==> src/hw/mr_pkg.sv <==
package mr_pkg;
   // bank codes that pick a mode register during a mode register set
   localparam logic [2:0]  BANK_MODE_ONE   = 3'h1;
   localparam logic [2:0]  BANK_MODE_TWO   = 3'h2;
   // pin command codes {cs_n, ras_n, cas_n, we_n}
   localparam logic [3:0]  CMD_MRS         = 4'h0;
   localparam logic [3:0]  CMD_REF         = 4'h1;
   localparam logic [3:0]  CMD_READ        = 4'h5;
   localparam logic [3:0]  CMD_DESELECT    = 4'hf;
   // mode_config_one field positions
   localparam int          M1_DLL_OFF      = 0;
   localparam int          M1_IMP_LO       = 1;
   localparam int          M1_NOM_LO       = 2;
   localparam int          M1_ADD_LAT_LO   = 3;
   localparam int          M1_IMP_HI       = 5;
   localparam int          M1_NOM_MID      = 6;
   localparam int          M1_WR_LEVEL     = 7;
   localparam int          M1_NOM_HI       = 9;
   localparam int          M1_OUT_OFF      = 12;
   // mode_config_two field positions
   localparam int          M2_PARTIAL_LO   = 0;
   localparam int          M2_WR_DELAY_LO  = 3;
   localparam int          M2_RATE_2X      = 7;
   localparam int          M2_WTERM_LO     = 9;
   // bits that are not reserved
   localparam logic [15:0] M1_KEEP         = 16'h1aff;
   localparam logic [15:0] M2_KEEP         = 16'h06ff;
   localparam logic [15:0] MR_RESET        = 16'h0000;
   // latency encodings
   localparam logic [1:0]  ADD_LAT_MINUS1  = 2'h1;
   localparam logic [1:0]  ADD_LAT_MINUS2  = 2'h2;
   localparam logic [5:0]  WR_DELAY_BASE   = 6'h05;
   // highest nominal termination code that is a divide-by-2, 4 or 6 value
   localparam logic [2:0]  NOM_WRITE_MAX   = 3'h3;
   // loop_lock_wait in clock cycles
   localparam logic [9:0]  LOOP_LOCK_WAIT  = 10'h200;
   localparam logic        PIN_HIGH        = 1'h1;
   // controller register map
   localparam logic [3:0]  REG_MRS_CMD     = 4'h0;
   localparam logic [3:0]  REG_CTRL        = 4'h4;
   localparam logic [3:0]  REG_STATUS      = 4'h8;
   localparam int          CMD_TARGET_BIT  = 16;
   localparam int          CTRL_ODT        = 0;
   localparam int          CTRL_SREF       = 1;
   localparam int          ST_BUSY         = 0;
   localparam int          ST_REFUSED      = 1;
   localparam int          ST_SREF         = 2;
   localparam int          ST_DLL_OFF      = 3;
   localparam logic [1:0]  RESP_OKAY       = 2'h0;
   localparam logic [1:0]  RESP_DECERR     = 2'h3;

   function automatic logic [2:0] nom_code(input logic [15:0] m1);
      return {m1[M1_NOM_HI], m1[M1_NOM_MID], m1[M1_NOM_LO]};
   endfunction

   function automatic logic [5:0] add_lat_cycles(input logic [1:0] code,
                                                 input logic [4:0] rd_delay);
      logic [5:0] r;
      r = 6'h00;
      if (code == ADD_LAT_MINUS1) begin
         r = {1'b0, rd_delay} - 6'h01;
      end else if (code == ADD_LAT_MINUS2) begin
         r = {1'b0, rd_delay} - 6'h02;
      end
      return r;
   endfunction
endpackage

==> src/hw/ddr_cmd_if.sv <==
`timescale 1ns/1ps
interface ddr_cmd_if;
   logic       cke;
   logic       cs_n;
   logic       ras_n;
   logic       cas_n;
   logic       we_n;
   logic [2:0] ba;
   logic [15:0] addr;
   logic       odt;

   modport controller (output cke, cs_n, ras_n, cas_n, we_n, ba, addr, odt);
   modport memory     (input  cke, cs_n, ras_n, cas_n, we_n, ba, addr, odt);
endinterface

==> src/hw/mode_reg_device.sv <==
`timescale 1ns/1ps
module mode_reg_device
   import mr_pkg::*;
(
   // clock and reset
   input  logic        aclk,
   input  logic        aresetn,
   input  logic        clk_en,
   // command pins
   ddr_cmd_if.memory   mem,
   // core side
   input  logic [4:0]  column_read_delay,
   input  logic        write_burst,
   input  logic        read_drive,
   // mode state
   output logic [15:0] mode_config_one,
   output logic [15:0] mode_config_two,
   output logic [1:0]  mode_loaded,
   output logic        self_refresh,
   output logic        dll_on,
   output logic        dll_locked,
   // decoded settings
   output logic [1:0]  drive_impedance,
   output logic [2:0]  term_applied,
   output logic        term_from_write,
   output logic [5:0]  read_latency_total,
   output logic [5:0]  write_latency_total,
   output logic        outputs_disconnected,
   output logic        dq_drive_en,
   output logic [2:0]  partial_lost_segments,
   output logic        refresh_rate_2x,
   output logic        write_needs_dll,
   output logic        write_leveling,
   // sticky misuse flags
   output logic        reserved_seen,
   output logic        early_read_seen,
   output logic        lock_cke_low_seen,
   output logic        odt_dll_off_seen
);

   typedef struct packed {
      logic [15:0] cfg1;
      logic [15:0] cfg2;
      logic [1:0]  loaded;
      logic        cke_prev;
      logic        sref;
      logic        dll_on;
      logic [9:0]  lock_cnt;
      logic        locked;
      logic [1:0]  imp;
      logic [2:0]  term;
      logic        term_wr;
      logic [5:0]  rlt;
      logic [5:0]  wlt;
      logic        out_off;
      logic        dq_en;
      logic [2:0]  lost;
      logic        rate_2x;
      logic        wr_dll;
      logic        wr_level;
      logic        rsv_seen;
      logic        early_rd;
      logic        cke_low;
      logic        odt_off;
   } dev_state_t;

   dev_state_t s;
   dev_state_t next_s;

   logic [3:0] cmd;
   logic [1:0] wterm;
   logic [2:0] nom;

   assign cmd = {mem.cs_n, mem.ras_n, mem.cas_n, mem.we_n};

   always_comb begin
      next_s = s;
      next_s.loaded = 2'h0;
      // inputs come from the controller on aclk, so no synchroniser here
      if (cmd == CMD_MRS && mem.ba == BANK_MODE_ONE) begin
         next_s.cfg1 = mem.addr;
         next_s.loaded = 2'h1;
         if ((mem.addr & ~M1_KEEP) != 16'h0000) begin
            next_s.rsv_seen = 1'b1;
         end
         // loop enabled again: restart the lock count
         if (s.cfg1[M1_DLL_OFF] && !mem.addr[M1_DLL_OFF]) begin
            next_s.lock_cnt = LOOP_LOCK_WAIT;
            next_s.locked = 1'b0;
         end
      end else if (cmd == CMD_MRS && mem.ba == BANK_MODE_TWO) begin
         next_s.cfg2 = mem.addr;
         next_s.loaded = 2'h2;
         if ((mem.addr & ~M2_KEEP) != 16'h0000) begin
            next_s.rsv_seen = 1'b1;
         end
      end
      // self refresh enters on refresh with clock enable falling
      if (s.cke_prev && !mem.cke && cmd == CMD_REF) begin
         next_s.sref = 1'b1;
      end else if (s.sref && mem.cke) begin
         next_s.sref = 1'b0;
      end
      next_s.cke_prev = mem.cke;
      next_s.dll_on = !next_s.cfg1[M1_DLL_OFF] && !next_s.sref;
      // lock wait only meaningful while the loop runs
      if (s.lock_cnt != 10'h000 && next_s.lock_cnt == s.lock_cnt) begin
         next_s.lock_cnt = s.lock_cnt - 10'h001;
         if (s.lock_cnt == 10'h001) begin
            next_s.locked = 1'b1;
         end
         if (!mem.cke) begin
            next_s.cke_low = 1'b1;
         end
         if (cmd == CMD_READ) begin
            next_s.early_rd = 1'b1;
         end
      end
      if (next_s.cfg1[M1_DLL_OFF]) begin
         next_s.locked = 1'b0;
         next_s.lock_cnt = 10'h000;
         if (mem.odt && nom_code(next_s.cfg1) != 3'h0) begin
            next_s.odt_off = 1'b1;
         end
         if (next_s.cfg2[M2_WTERM_LO +: 2] != 2'h0) begin
            next_s.odt_off = 1'b1;
         end
      end else if (s.lock_cnt == 10'h000 && next_s.lock_cnt == 10'h000) begin
         next_s.locked = 1'b1;
      end
      next_s.imp = {next_s.cfg1[M1_IMP_HI], next_s.cfg1[M1_IMP_LO]};
      next_s.wr_level = next_s.cfg1[M1_WR_LEVEL];
      nom = nom_code(next_s.cfg1);
      wterm = next_s.cfg2[M2_WTERM_LO +: 2];
      // termination only while the pin asks for it
      next_s.term = 3'h0;
      next_s.term_wr = 1'b0;
      if (mem.odt) begin
         if (write_burst && wterm != 2'h0 && !next_s.wr_level) begin
            next_s.term = {1'b0, wterm};
            next_s.term_wr = 1'b1;
         end else begin
            next_s.term = nom;
         end
      end
      next_s.rlt = add_lat_cycles(next_s.cfg1[M1_ADD_LAT_LO +: 2], column_read_delay)
                   + {1'b0, column_read_delay};
      next_s.wlt = add_lat_cycles(next_s.cfg1[M1_ADD_LAT_LO +: 2], column_read_delay)
                   + {3'h0, next_s.cfg2[M2_WR_DELAY_LO +: 3]} + WR_DELAY_BASE;
      next_s.out_off = next_s.cfg1[M1_OUT_OFF];
      next_s.dq_en = read_drive && !next_s.cfg1[M1_OUT_OFF];
      // zero means whole array kept even in self refresh
      next_s.lost = next_s.sref ? next_s.cfg2[M2_PARTIAL_LO +: 3] : 3'h0;
      next_s.rate_2x = next_s.cfg2[M2_RATE_2X];
      next_s.wr_dll = wterm != 2'h0;
   end

   always_ff @(posedge aclk) begin
      if (!aresetn) begin
         s <= '0;
         s.cfg1 <= MR_RESET;
         s.cfg2 <= MR_RESET;
         // idle level of the pin, so no false fall right after reset
         s.cke_prev <= PIN_HIGH;
         s.dll_on <= PIN_HIGH;
         s.locked <= PIN_HIGH;
      end else if (clk_en) begin
         s <= next_s;
      end
   end

   assign mode_config_one      = s.cfg1;
   assign mode_config_two      = s.cfg2;
   assign mode_loaded          = s.loaded;
   assign self_refresh         = s.sref;
   assign dll_on               = s.dll_on;
   assign dll_locked           = s.locked;
   assign drive_impedance      = s.imp;
   assign term_applied         = s.term;
   assign term_from_write      = s.term_wr;
   assign read_latency_total   = s.rlt;
   assign write_latency_total  = s.wlt;
   assign outputs_disconnected = s.out_off;
   assign dq_drive_en          = s.dq_en;
   assign partial_lost_segments = s.lost;
   assign refresh_rate_2x      = s.rate_2x;
   assign write_needs_dll      = s.wr_dll;
   assign write_leveling       = s.wr_level;
   assign reserved_seen        = s.rsv_seen;
   assign early_read_seen      = s.early_rd;
   assign lock_cke_low_seen    = s.cke_low;
   assign odt_dll_off_seen     = s.odt_off;

endmodule

==> src/flat_wrapper.sv <==
// flat-port wrapper written by rule: the top's interface ports become plain ports
module mode_reg_device_flat import mr_pkg::*;
  (aclk, aresetn, clk_en, column_read_delay, write_burst, read_drive, mode_config_one, mode_config_two, mode_loaded, self_refresh, dll_on, dll_locked, drive_impedance, term_applied, term_from_write, read_latency_total, write_latency_total, outputs_disconnected, dq_drive_en, partial_lost_segments, refresh_rate_2x, write_needs_dll, write_leveling, reserved_seen, early_read_seen, lock_cke_low_seen, odt_dll_off_seen, mem_cke, mem_cs_n, mem_ras_n, mem_cas_n, mem_we_n, mem_ba, mem_addr, mem_odt);
  ddr_cmd_if mem_i ();
  input  logic aclk;
  input  logic aresetn;
  input  logic clk_en;
  input  logic [4:0] column_read_delay;
  input  logic write_burst;
  input  logic read_drive;
  output logic [15:0] mode_config_one;
  output logic [15:0] mode_config_two;
  output logic [1:0] mode_loaded;
  output logic self_refresh;
  output logic dll_on;
  output logic dll_locked;
  output logic [1:0] drive_impedance;
  output logic [2:0] term_applied;
  output logic term_from_write;
  output logic [5:0] read_latency_total;
  output logic [5:0] write_latency_total;
  output logic outputs_disconnected;
  output logic dq_drive_en;
  output logic [2:0] partial_lost_segments;
  output logic refresh_rate_2x;
  output logic write_needs_dll;
  output logic write_leveling;
  output logic reserved_seen;
  output logic early_read_seen;
  output logic lock_cke_low_seen;
  output logic odt_dll_off_seen;
  input wire logic [$bits(mem_i.cke)-1:0] mem_cke;
  input wire logic [$bits(mem_i.cs_n)-1:0] mem_cs_n;
  input wire logic [$bits(mem_i.ras_n)-1:0] mem_ras_n;
  input wire logic [$bits(mem_i.cas_n)-1:0] mem_cas_n;
  input wire logic [$bits(mem_i.we_n)-1:0] mem_we_n;
  input wire logic [$bits(mem_i.ba)-1:0] mem_ba;
  input wire logic [$bits(mem_i.addr)-1:0] mem_addr;
  input wire logic [$bits(mem_i.odt)-1:0] mem_odt;
  assign mem_i.cke = mem_cke;
  assign mem_i.cs_n = mem_cs_n;
  assign mem_i.ras_n = mem_ras_n;
  assign mem_i.cas_n = mem_cas_n;
  assign mem_i.we_n = mem_we_n;
  assign mem_i.ba = mem_ba;
  assign mem_i.addr = mem_addr;
  assign mem_i.odt = mem_odt;
  mode_reg_device u_core (.aclk(aclk), .aresetn(aresetn), .clk_en(clk_en), .mem(mem_i), .column_read_delay(column_read_delay), .write_burst(write_burst), .read_drive(read_drive), .mode_config_one(mode_config_one), .mode_config_two(mode_config_two), .mode_loaded(mode_loaded), .self_refresh(self_refresh), .dll_on(dll_on), .dll_locked(dll_locked), .drive_impedance(drive_impedance), .term_applied(term_applied), .term_from_write(term_from_write), .read_latency_total(read_latency_total), .write_latency_total(write_latency_total), .outputs_disconnected(outputs_disconnected), .dq_drive_en(dq_drive_en), .partial_lost_segments(partial_lost_segments), .refresh_rate_2x(refresh_rate_2x), .write_needs_dll(write_needs_dll), .write_leveling(write_leveling), .reserved_seen(reserved_seen), .early_read_seen(early_read_seen), .lock_cke_low_seen(lock_cke_low_seen), .odt_dll_off_seen(odt_dll_off_seen));
endmodule
==> config.mk <==
export PLATFORM = sky130hd
export DESIGN_NAME = mode_reg_device_flat
export DESIGN_NICKNAME = d
export VERILOG_FILES = /design/src/hw/mr_pkg.sv /design/src/hw/ddr_cmd_if.sv /design/src/hw/mode_reg_device.sv /design/src/flat_wrapper.sv
export SDC_FILE = /design/constraint.sdc
export NUM_CORES = 1
export LEC_CHECK = 0
export ABC_AREA = 1
export BUFFER_PORTS_ARGS = -buffer_cell sky130_fd_sc_hd__buf_2
export CAP_MARGIN = 20
export CORE_MARGIN = 1.5
export CORE_UTILIZATION = 54
export DETAILED_ROUTE_END_ITERATION = 6
export PLACE_DENSITY = 0.8
export SLEW_MARGIN = 25
export SYNTH_ARGS = -nofsm -noshare
export SYNTH_HDL_FRONTEND = slang
export SYNTH_SLANG_ARGS = --single-unit
==> constraint.sdc <==
create_clock -name aclk -period 4.1 [get_ports aclk]
set_clock_uncertainty 0.1 [all_clocks]
set_input_delay 0.82 -clock aclk [delete_from_list [all_inputs] [get_ports aclk]]
set_output_delay 0.82 -clock aclk [all_outputs]
set_load 0.01 [all_outputs]
[After elaboration in Yosys (flattened, before gate mapping)]
Cells that the tools add are included.
Storage, ports and cells
  logic and storage cells: 103
  bits in registers: 78
  input port bits: 35
  output and inout port bits: 67
Cells by class
  multiplexer cells: 25
  $add $sub $neg: 6
  bitwise gates (word level): 2
  equal/unequal tests: 9
  reductions and logical operators: 36
Operators with widths (count)
  $mux 11: 4
  $reduce_bool 16->1: 2
  $mux 13: 2
  $logic_not 10->1: 2
  $logic_and 1x1->1: 13
  $mux 1: 12
  $mux 6: 2
  $reduce_and 3->1: 4
  $eq 10x1->1 const B: 1
  $eq 10x10->1: 1
  $mux 10: 1
  $reduce_bool 10->1: 1
  $sub 10x1->10 const B: 1
  $reduce_bool 2->1: 4
  $add 6x3->6: 1
  $add 6x3->6 const B: 1
  $add 6x5->6: 1
  $logic_not 1->1: 6
  $mux 3: 2
  $sub 5x1->6 const B: 1
  $sub 5x2->6 const B: 1
  $eq 4x1->1 const B: 1
  $eq 4x3->1 const B: 1
  $logic_not 4->1: 1
  other kinds (11): 12

[Depth between registers and ports, before layout]
Gate-level depths: netlist (run 1).
  word-level depth: 11
  mapped depth: 20
  mapped depth without buffers: 20

[Worst setup path after synthesis (run 1)]
No wires, ideal clock.
  path kind: in2reg
  start point: input mem_ba[1]
  end point: register u_core.s (netlist bit u_core.write_latency_total[5])
  setup time: 0.117 ns
  cell stages on the path: 17
  slack: 0.876 ns
  arrival time: 3.007 ns
  path buffers: 1
  cell sequence: nor2_1 nand2_1 nor2_4 buf_6 nand2_2 nand2_2 nand2_2 o22ai_1 ha_1 ha_1 fa_1 nand2_1 nand2_1 nand3_2 nor2_1 nor2_1 nor2_1
Between the ends
  cells in the longest elaborated chain, start to end: 8
  elaborated cells between the ends (all ways): 13
Ends and longest elaborated chain
  start, declared: line flat_wrapper.sv:37  | input wire logic [$bits(mem_i.ba)-1:0] mem_ba;
  $eq 3x1->1: line mode_reg_device.sv:80  | if (cmd == CMD_MRS && mem.ba == BANK_MODE_ONE) begin
  $logic_and 1x1->1: line mode_reg_device.sv:80
  $mux 13: line mode_reg_device.sv:80
  $eq 2x2->1: line mr_pkg.sv:62  | end else if (code == ADD_LAT_MINUS2) begin
  $mux 6: line mr_pkg.sv:62
  $mux 6: line mr_pkg.sv:60  | if (code == ADD_LAT_MINUS1) begin
  $add 6x3->6 (*) (2 in a row): line mode_reg_device.sv:149  | + {3'h0, next_s.cfg2[M2_WR_DELAY_LO +: 3]} + WR_DELAY_BASE;
  end signal, assigned: line mode_reg_device.sv:168  | s <= next_s;
  end, declared: line mode_reg_device.sv:67  | dev_state_t s;
Every way passes the cells marked *; elsewhere a longest branch is shown, timed or not.
A chain may end at the register's enable or synchronous reset.

[Worst setup path in the final report (run 1)]
Ends and elaborated chain as after synthesis.

==> flow_summary.yaml, run 1 <==
floorplanning:
  ios: 102
  dieWidth_um: 91.8
  die_height_um: 91.8
  design.die.area_um2: 8430
  initial_core_util: 0.554
  core_area_um2: 7690
  row_count: 32
worst_hold_path:
  hold_path_startpoint: "u_core.reserved_seen$_SDFFE_PN0P_"
  hold_path.class: "flop to flop"
  whs_path_depth: 2
  min_to: "u_core.reserved_seen$_SDFFE_PN0P_"
clock_network:
  clkTransAtPathRegs_ns: 0.08
  ctsHtreeMaxLevel: 3
  numCtsBuffers: 9
  numClockSinks: 73
  cts_max_path_buffers: 2
  cts_resized: 0
  postCtsSetupBuffers: 0
  root_buffer: "clkbuf_8"
  hold_buffers: 0
  tritoncts: "yes"
  clk_latency_ns: 0.35
synthesis:
  synth_edf_count: 0
  synthArstFlopShare: 0
  synth_cell_types: 41
  synth.net_count: 656
  yosysTopAreaCell: "dfxtp_1"
  synth-seq-cells: 73
  synth-seq-area-share: 0.343
  synth_area_leaders: "dfxtp_1 (34%), nand2_1 (9.8%), buf_4 (9.7%), nor2_1 (7.7%), a21oi_1 (5.4%)"
  synthCells: 603
  syn_area_um2: 4260
  synth_top_area_frac: 0.343
  synth_ff_type: "dfxtp_1"
  ys_warn_count: 0
  synth.avg_cell_area_um2: 7.07
cells_and_area:
  antennaDiodeCount: 0
  layout_common_cells: "nand2_1 (111), buf_2 (101), nor2_1 (87)"
  num-nets-final: 698
  final_common_cell: "nand2_1"
  drive_gt1_frac: 0.232
  synthToLayoutAreaGrowth_pct: 7.90
sta:
  drv_slew: 0
  rsz0062_at_grt: "no"
  hold_violations: 0
  min_period_over_period: 0.794
  tightest_slew_ns: 0.877
  final-setup-viol-count: 0
  finalSetupTns_ns: 0
  min_period_ns: 3.26
  timing.slew.headroom: 0.415
  fmax_mhz: 307
route:
  routed_via_density: 5.22
  routed_wl_um: 10200
  drt_iter0_markers: 237
  drc_errors: 0
  dr.pass1.iters: 5
  vias: 3926
  final_antenna_net_count: 0
  wire_per_inst_um: 13.6
worst_setup_path:
  path_delay_family: "simple AND/OR/NAND/NOR gates"
  path_class: "primary input to flop"
  crit_chain: "buf_2, nor2_1, nand2_1, nor2_4, nand2_1, nand2_1, nand2_2, o22ai_1, ha_1, ha_1, fa_1, nand2_1, nand2_1, nand3_2, nor2_1, nor2_1, nor2_1"
  crit_fanout: 6
  worstRegToRegCells: 14
  startpoint_type: "primary input"
  crit_path_frequent_cell: "nand2_1"
  ff2ff_setup_slack_ns: 1.47
  cp.arrival_ns: 3.40
  crit_path_end_kind: "flop"
  timing.rr.end: "u_core.write_latency_total[5]$_SDFFE_PN0P_"
  reg2reg_from: "u_core.mode_config_one[3]$_SDFFE_PN0P_"
  required_ns: 4.24
  cpMaxStageDelayCell: "fa_1"
  critPathMaxStageDelay_ns: 0.42
  worst-path-buf-inv: 1
placed_design:
  port_buffers: 101
  hpwl_um: 7310
  place_congestion: 0.908
run_status:
  status: "completed"
power:
  irDropWorstVdd_mv: 0.226
  p_leak_nw: 2.35
  total_power_mw: 1.94
  p_per_area_nw_per_um2: 423
global_route:
  grt_remaining_overflow: 0
  grt_pass1_wl_um: 16600
  grt_max_degree: 40
  grt_pass1_vias: 3522
  track_usage: 0.246
  antenna_found_initial: 0
run:
  max_cap_violations: 0
[worst max path at each step]
stage                                            endpoint       from  cells after the start
2_1_floorplan  u_core.write_latency_total[5]$_SDFFE_PN0P_  mem_ba[1]                     17
3_3_place_gp   u_core.write_latency_total[5]$_SDFFE_PN0P_  mem_ba[1]                     17
3_5_place_dp   u_core.write_latency_total[5]$_SDFFE_PN0P_  mem_ba[1]                     17
4_1_cts        u_core.write_latency_total[5]$_SDFFE_PN0P_  mem_ba[1]                     17
5_1_grt        u_core.write_latency_total[5]$_SDFFE_PN0P_  mem_ba[1]                     18
6_report       u_core.write_latency_total[5]$_SDFFE_PN0P_  mem_ba[1]                     17
[synthesized netlist by cell type, types with 7 or more instances]
cell	instances
a21oi_1	46
buf_4	55
clkbuf_1	11
dfxtp_1	73
ha_1	16
inv_1	48
nand2_1	111
nand2_2	7
nand3_1	21
nor2_1	87
o211ai_1	7
o21ai_0	44
xor2_1	9
[flip-flops by register name, indices dropped and copies added (netlist names), 2 cells and up]
signal and cells:
u_core.mode_config_one 14, u_core.mode_config_two 16, u_core.mode_loaded 2, u_core.partial_lost_segments 3, u_core.read_latency_total 6, u_core.s 11, u_core.term_applied 3, u_core.write_latency_total 6
[logic make-up (layout without fill, tap and decap cells)]
family	count (synthesis)	after routing	share of synthesized area
and+or+nand+nor	250	250	0.251
buffers and inverters	129	176	0.167
AOI/OAI and AO/OA	120	120	0.156
DFF	73	73	0.343
adders and majority gates	18	18	0.0564
xor gates and xnor gates	12	12	0.0247
muxes	1	1	0.00235
[layout make-up]
class	instances	area (um^2)
clock buffer	10	128
multi-input combinational	401	2090
sequential	73	1460
clock inverter	6	43.8
tap	102	128
fill	755	3090
timing repair buffer	107	551
inverter	53	199
[per-layer routing]
| metal | share of wire | wire (um) | global-route usage |
|---|---|---|---|
| met4 | 0.024 | 241 | 0.0962 |
| met3 | 0.063 | 641 | 0.0506 |
| met2 | 0.46 | 4720 | 0.404 |
| met5 | 0 | 0 | 0 |
| met1 | 0.45 | 4600 | 0.316 |
[per-stage QoR]
step	setup WS, ns	instances	utilization	hold WS (ns)	instance area [um^2]
2_1_floorplan	0.876	603	-	0.336	4260
3_3_place_gp	0.626	736	0.576	0.336	4430
3_5_place_dp	0.502	736	0.576	0.347	4430
4_1_cts	0.851	752	0.598	0.363	4600
5_1_grt	0.645	752	0.598	0.384	4600
6_report	0.845	752	0.598	0.364	4600
[worst min-delay path: cells and delay by family, from the launching register on]
kind | cells | cell delay [ns]
AO/OA/AOI/OAI | 1 | 0.06
buffers and inverters | 1 | 0.05
flip-flops | 1 | 0.32
[power by group]
part / internal (mW) / switching, mW / total (mW)
Sequential: 0.763 / 0.0637 / 0.827
Combinational: 0.233 / 0.380 / 0.613
Clock: 0.222 / 0.282 / 0.504
Total: 1.22 / 0.726 / 1.94
No activity file was read; power rests on OpenSTA's default activity.
==> run 2, diff against run 1 <==
--- a/config.mk
+++ b/config.mk
@@ -5,7 +5,7 @@
 export SDC_FILE = /design/constraint.sdc
 export NUM_CORES = 1
 export LEC_CHECK = 0
-export ABC_AREA = 1
+export ABC_AREA = 0
 export BUFFER_PORTS_ARGS = -buffer_cell sky130_fd_sc_hd__buf_2
 export CAP_MARGIN = 20
 export CORE_MARGIN = 1.5
==> constraint.sdc (replaced) <==
create_clock -name aclk -period 3.3 [get_ports aclk]
set_clock_uncertainty 0.1 [all_clocks]
set_input_delay 0.66 -clock aclk [delete_from_list [all_inputs] [get_ports aclk]]
set_output_delay 0.66 -clock aclk [all_outputs]
set_load 0.01 [all_outputs]
==> run 2 against run 1 <==
First-iteration DRC count grew 36%. Combinational power rose by 19%. Worst hold slack worse by 0.010 ns. Non-clock buffer count is 29 higher. Largest power group unchanged. Sequential power grew 23%. Global-route usage rose by 1.3 points. Total power is 23% higher. Count of clock-buffer cells in the layout unchanged. Final cell count fell by 8.5%.
==> flow_summary.yaml, run 2 <==
worst_setup_path:
  cp.arrival_ns: 3.32
  crit_path_end_kind: "flop"
  required_ns: 3.49
  startpoint_type: "primary input"
  crit_fanout: 6
  path_class: "primary input to flop"
floorplanning:
  ios: 102
  initial_core_util: 0.568
  die_height_um: 91.2
  design.die.area_um2: 8330
  row_count: 31
  dieWidth_um: 91.2
  core_area_um2: 7410
route:
  routed_wl_um: 10700
  wire_per_inst_um: 15.5
  vias: 3861
  drt_iter0_markers: 322
  dr.pass1.iters: 5
  final_antenna_net_count: 0
  routed_via_density: 5.61
  drc_errors: 0
synthesis:
  synth_top_area_frac: 0.348
  synth.net_count: 568
  ys_warn_count: 0
  synthArstFlopShare: 0
  synth_area_leaders: "dfxtp_1 (35%), buf_4 (9.8%), a21oi_1 (6.0%), nand2_1 (5.7%), ha_1 (4.8%)"
  synth.avg_cell_area_um2: 8.17
  synth_common_cells: "dfxtp_1 (73), nand2_1 (64), buf_4 (55)"
  synth.most_common_cell: "dfxtp_1"
  synth-seq-cells: 73
  synthCells: 515
  synth-seq-area-share: 0.348
  synth_edf_count: 0
  syn_area_um2: 4210
  synth_ff_type: "dfxtp_1"
  synth_cell_types: 59
  yosysTopAreaCell: "dfxtp_1"
cells_and_area:
  num-nets-final: 637
  drive_gt1_frac: 0.299
  final_core_util: 0.649
  layout_common_cells: "buf_2 (101), dfxtp_1 (73), nand2_1 (64)"
  final_cells: 688
  largest_reg_flops: 16
  final_common_cell: "buf_2"
  synthToLayoutAreaGrowth_pct: 14.3
  antennaDiodeCount: 0
clock_network:
  clk_latency_ns: 0.36
  numCtsBuffers: 9
  ctsHtreeMaxLevel: 3
  clkTransAtPathRegs_ns: 0.08
  numClockSinks: 73
  root_buffer: "clkbuf_8"
  cts_max_path_buffers: 2
  tritoncts: "yes"
power:
  irDropWorstVdd_mv: 0.231
  total_power_mw: 2.38
  net-switching-power_mw: 0.820
  p_leak_nw: 2.18
  clkPwrFrac: 0.266
  seqPwrFrac: 0.427
  p_per_area_nw_per_um2: 496
  comb_power_share: 0.307
  intPower_mw: 1.56
  p_sw_frac: 0.344
global_route:
  grt_remaining_overflow: 0
  antenna_found_initial: 0
  track_usage: 0.259
  grt_max_degree: 36
  grt_pass1_vias: 3600
  grt_pass1_wl_um: 17300
worst_hold_path:
  hold_path.class: "flop to flop"
placed_design:
  place_congestion: 0.949
  dp_cells: 672
  hpwl_um: 8030
  port_buffers: 101
sta:
  drv_slew: 0
  fmax_mhz: 320
  hold_violations: 0
  min_period_ns: 3.12
  finalSetupTns_ns: 0
  timing.slew.headroom: 0.599
  final-setup-viol-count: 0
  min_period_over_period: 0.946
  tightest_slew_ns: 0.601
  rsz0062_at_grt: "no"
run:
  max_cap_violations: 0
run_status:
  status: "completed"
-- run 2: cell count changes after synthesis, moves of 7 or more --
cell     before  now
xor2_1        9    2
nand2_2       7    0
o21ai_0      44   14
mux2i_1       1   20
inv_1        48   17
nor2_1       87   44
nor3_1        1    9
nand2_1     111   64
-- run 2: worst max-delay path: stages --
cell and delay [ns]:
buf_2 0.11, or4b_4 0.59, o21ai_1 0.20, and2_4 0.21
o22ai_2 0.09, ha_1 0.30, ha_1 0.23, fa_2 0.36
a21oi_2 0.20, a2111oi_4 0.08, xnor2_1 0.14, a21oi_1 0.16
-- run 2: area by class of cell --
| class | instances | area (um^2) |
|---|---|---|
| Inverter | 18 | 67.6 |
| Sequential cell | 73 | 1460 |
| Clock inverter | 6 | 42.5 |
| Multi-Input combinational cell | 346 | 2210 |
| Tap cell | 99 | 124 |
| Fill cell | 648 | 2600 |
| Clock buffer | 10 | 128 |
| Timing Repair Buffer | 136 | 768 |
-- run 2: power groups by stage --
stage	sequential, mW	combinational (mW)	clock [mW]
floorplan	1.02	0.528	0
global placement	1.04	0.714	0
detailed placement	1.04	0.721	0
CTS	1.02	0.724	0.640
global route	1.03	0.801	0.680
finish	1.02	0.732	0.634
-- run 2: final timing paths --
check                                                        startpoint                                          to  slack (ns)  cells after the start
worst max-delay path                                           mem_we_n  u_core.write_latency_total[5]$_SDFFE_PN0P_        0.18                     12
worst min-delay path            u_core.mode_config_one[15]$_SDFFE_PN0P_     u_core.mode_config_one[15]$_SDFFE_PN0P_        0.35                      2
worst max register to register   u_core.mode_config_one[3]$_SDFFE_PN0P_  u_core.write_latency_total[5]$_SDFFE_PN0P_        0.55                     13
worst min register to register  u_core.mode_config_one[15]$_SDFFE_PN0P_     u_core.mode_config_one[15]$_SDFFE_PN0P_        0.35                      2
-- run 2: cells by family after synthesis --
family | Yosys count | share of synthesized area
simple gates | 187 | 0.222
compound gates | 107 | 0.159
buf+inv | 96 | 0.136
flops | 73 | 0.348
mux | 24 | 0.0583
fa+ha+maj | 18 | 0.0571
xor+xnor | 10 | 0.0208
-- run 2: routing by layer --
layer	vias to the layer above	GRT usage	wire (um)
li1	1893	-	-
met1	1819	0.323	4660
met2	129	0.444	5230
met3	20	0.0369	535
met4	0	0.107	236
met5	-	0	0
-- run 2: what timing repair did --
| item | in CTS | in global routing |
|---|---|---|
| hold buffers | 0 | 0 |
| buffers inserted | 0 | 0 |
| resized for setup | 0 | 4 |
| endpoints found under the setup margin | 0 | 4 |
-- run 2: metrics by stage --
step | hold slack (ns) | worst slack, ns | instance area (um^2)
2_1_floorplan | 0.332 | 0.00902 | 4220
3_3_place_gp | 0.338 | -0.199 | 4610
3_5_place_dp | 0.345 | -0.329 | 4610
4_1_cts | 0.356 | 0.0434 | 4780
5_1_grt | 0.366 | 0.00281 | 4810
6_report | 0.354 | 0.177 | 4810
==> run 3, diff against run 2 <==
--- a/config.mk
+++ b/config.mk
@@ -8,10 +8,12 @@
 export ABC_AREA = 0
 export BUFFER_PORTS_ARGS = -buffer_cell sky130_fd_sc_hd__buf_2
 export CAP_MARGIN = 20
+export CORE_ASPECT_RATIO = 2
 export CORE_MARGIN = 1.5
 export CORE_UTILIZATION = 54
 export DETAILED_ROUTE_END_ITERATION = 6
 export PLACE_DENSITY = 0.8
+export REMOVE_ABC_BUFFERS = 1
 export SLEW_MARGIN = 25
 export SYNTH_ARGS = -nofsm -noshare
 export SYNTH_HDL_FRONTEND = slang
==> run 3 against run 2 <==
Global-route usage up 2.1 points. Count of clock-buffer cells in the layout is the same. Largest power group unchanged. Utilization up 0.54 points. Worst hold slack improved by 0.0029 ns. Final cell count is 0.15% lower. Clock power rose by 41%.
==> flow_summary.yaml, run 3 (synthesis gave the netlist of run 2 again) <==
cells_and_area:
  antennaDiodeCount: 0
  final_cells: 687
  synthToLayoutAreaGrowth_pct: 17.3
  largest_reg_flops: 16
  num-nets-final: 642
  drive_gt1_frac: 0.304
  final_common_cell: "buf_2"
  layout_common_cells: "buf_2 (101), dfxtp_1 (73), nand2_1 (64)"
  final_core_util: 0.654
worst_setup_path:
  required_ns: 3.41
  path_class: "primary input to flop"
  cp.arrival_ns: 3.31
  crit_path_end_kind: "flop"
  startpoint_type: "primary input"
  crit_fanout: 4
  ff2ff_setup_slack_ns: 0.55
sta:
  drv_slew: 0
  whs_ns: 0.357
  final-setup-viol-count: 0
  tightest_slew_ns: 0.730
  min_period_ns: 3.19
  timing.slew.headroom: 0.513
  hold_violations: 0
  fmax_mhz: 313
  min_period_over_period: 0.967
clock_network:
  hold_buffers: 0
  cts_max_path_buffers: 2
  clk_latency_ns: 0.34
  ctsHtreeMaxLevel: 3
  root_buffer: "clkbuf_16"
  numClockSinks: 73
  clkTransAtPathRegs_ns: 0.06
  tritoncts: "yes"
  numCtsBuffers: 9
run_status:
  status: "completed"
power:
  irDropWorstVdd_mv: 0.406
  total_power_mw: 2.68
  p_leak_nw: 2.26
  p_per_area_nw_per_um2: 543
placed_design:
  place_congestion: 0.920
  port_buffers: 101
  dp_cells: 671
  hpwl_um: 8340
run:
  max_cap_violations: 0
floorplanning:
  ios: 102
  row_count: 45
  initial_core_util: 0.557
  dieWidth_um: 65.4
  core_area_um2: 7540
  design.die.area_um2: 8360
  die_height_um: 128
global_route:
  antenna_found_initial: 0
  track_usage: 0.280
  grt_pass1_vias: 3847
  grt_max_degree: 28
  grt_pass1_wl_um: 18100
  grt_remaining_overflow: 0
route:
  final_antenna_net_count: 0
  routed_wl_um: 11400
  drt_iter0_markers: 289
  routed_via_density: 5.76
  wire_per_inst_um: 16.6
  vias: 3958
  drc_errors: 0
  dr.pass1.iters: 5
worst_hold_path:
  hold_path.class: "flop to flop"
## run 3: cell count changes in the layout (fill, tap and decap cells not counted), sizes merged
cell	previous run	this run
clkinv	4	3
inv	18	17
buf	136	141
clkinvlp	2	3
## run 3: worst paths after layout
kind / start / to / cells past startpoint
hold reg to reg: u_core.mode_config_two[15]$_SDFFE_PN0P_ / u_core.mode_config_two[15]$_SDFFE_PN0P_ / 2
setup / recovery: mem_we_n / u_core.write_latency_total[5]$_SDFFE_PN0P_ / 12
hold / removal: u_core.mode_config_two[15]$_SDFFE_PN0P_ / u_core.mode_config_two[15]$_SDFFE_PN0P_ / 2
setup reg to reg: u_core.mode_config_one[3]$_SDFFE_PN0P_ / u_core.write_latency_total[5]$_SDFFE_PN0P_ / 12
## run 3: power by group
part / leakage [nW] / total, mW / internal (mW) / switching [mW]
clock: 0.126 / 0.896 / 0.521 / 0.374
combinational: 1.54 / 0.779 / 0.367 / 0.412
sequential: 0.593 / 1.01 / 0.941 / 0.0644
## run 3: layout make-up
type	instances	area, um^2
clock buffers	10	239
fillers	632	2610
multi-input cells	346	2210
flip-flops and latches	73	1460
repair buffers	141	806
inverters	18	67.6
well taps	94	118
clock inverters	5	32.5
## run 3: metal layers
layer  share of wire  global-route usage  vias up  routed length [um]
met4           0.050               0.179        0                 565
met2            0.53               0.487      167                6070
met3           0.055              0.0527       45                 628
met1            0.36               0.302     1847                4130
met5               0                   0        -                   0
li1                -                   -     1899                   -
## run 3: worst max-delay path: stages
cell and delay (ns):
buf_2 0.11, or4b_4 0.57, o21ai_1 0.22, and2_4 0.21, o22ai_2 0.09, ha_1 0.31
ha_1 0.23, fa_1 0.39, a21oi_1 0.20, a2111oi_2 0.09, xnor2_1 0.15, a21oi_1 0.08
## run 3: what timing repair did
action | CTS | global route
buffers inserted | 0 | 1
resized for setup | 0 | 9
setup endpoints to repair | 0 | 5
## run 3: through the flow
stage               area (um^2)  setup TNS [ns]  setup WS (ns)
floorplan                  3700          -0.654         -0.279
finish                     4930               0          0.108
CTS                        4890               0        0.00342
global placement           4620          -0.641         -0.231
global route               4930        -0.00586       -0.00586
detailed placement         4620           -1.21         -0.327
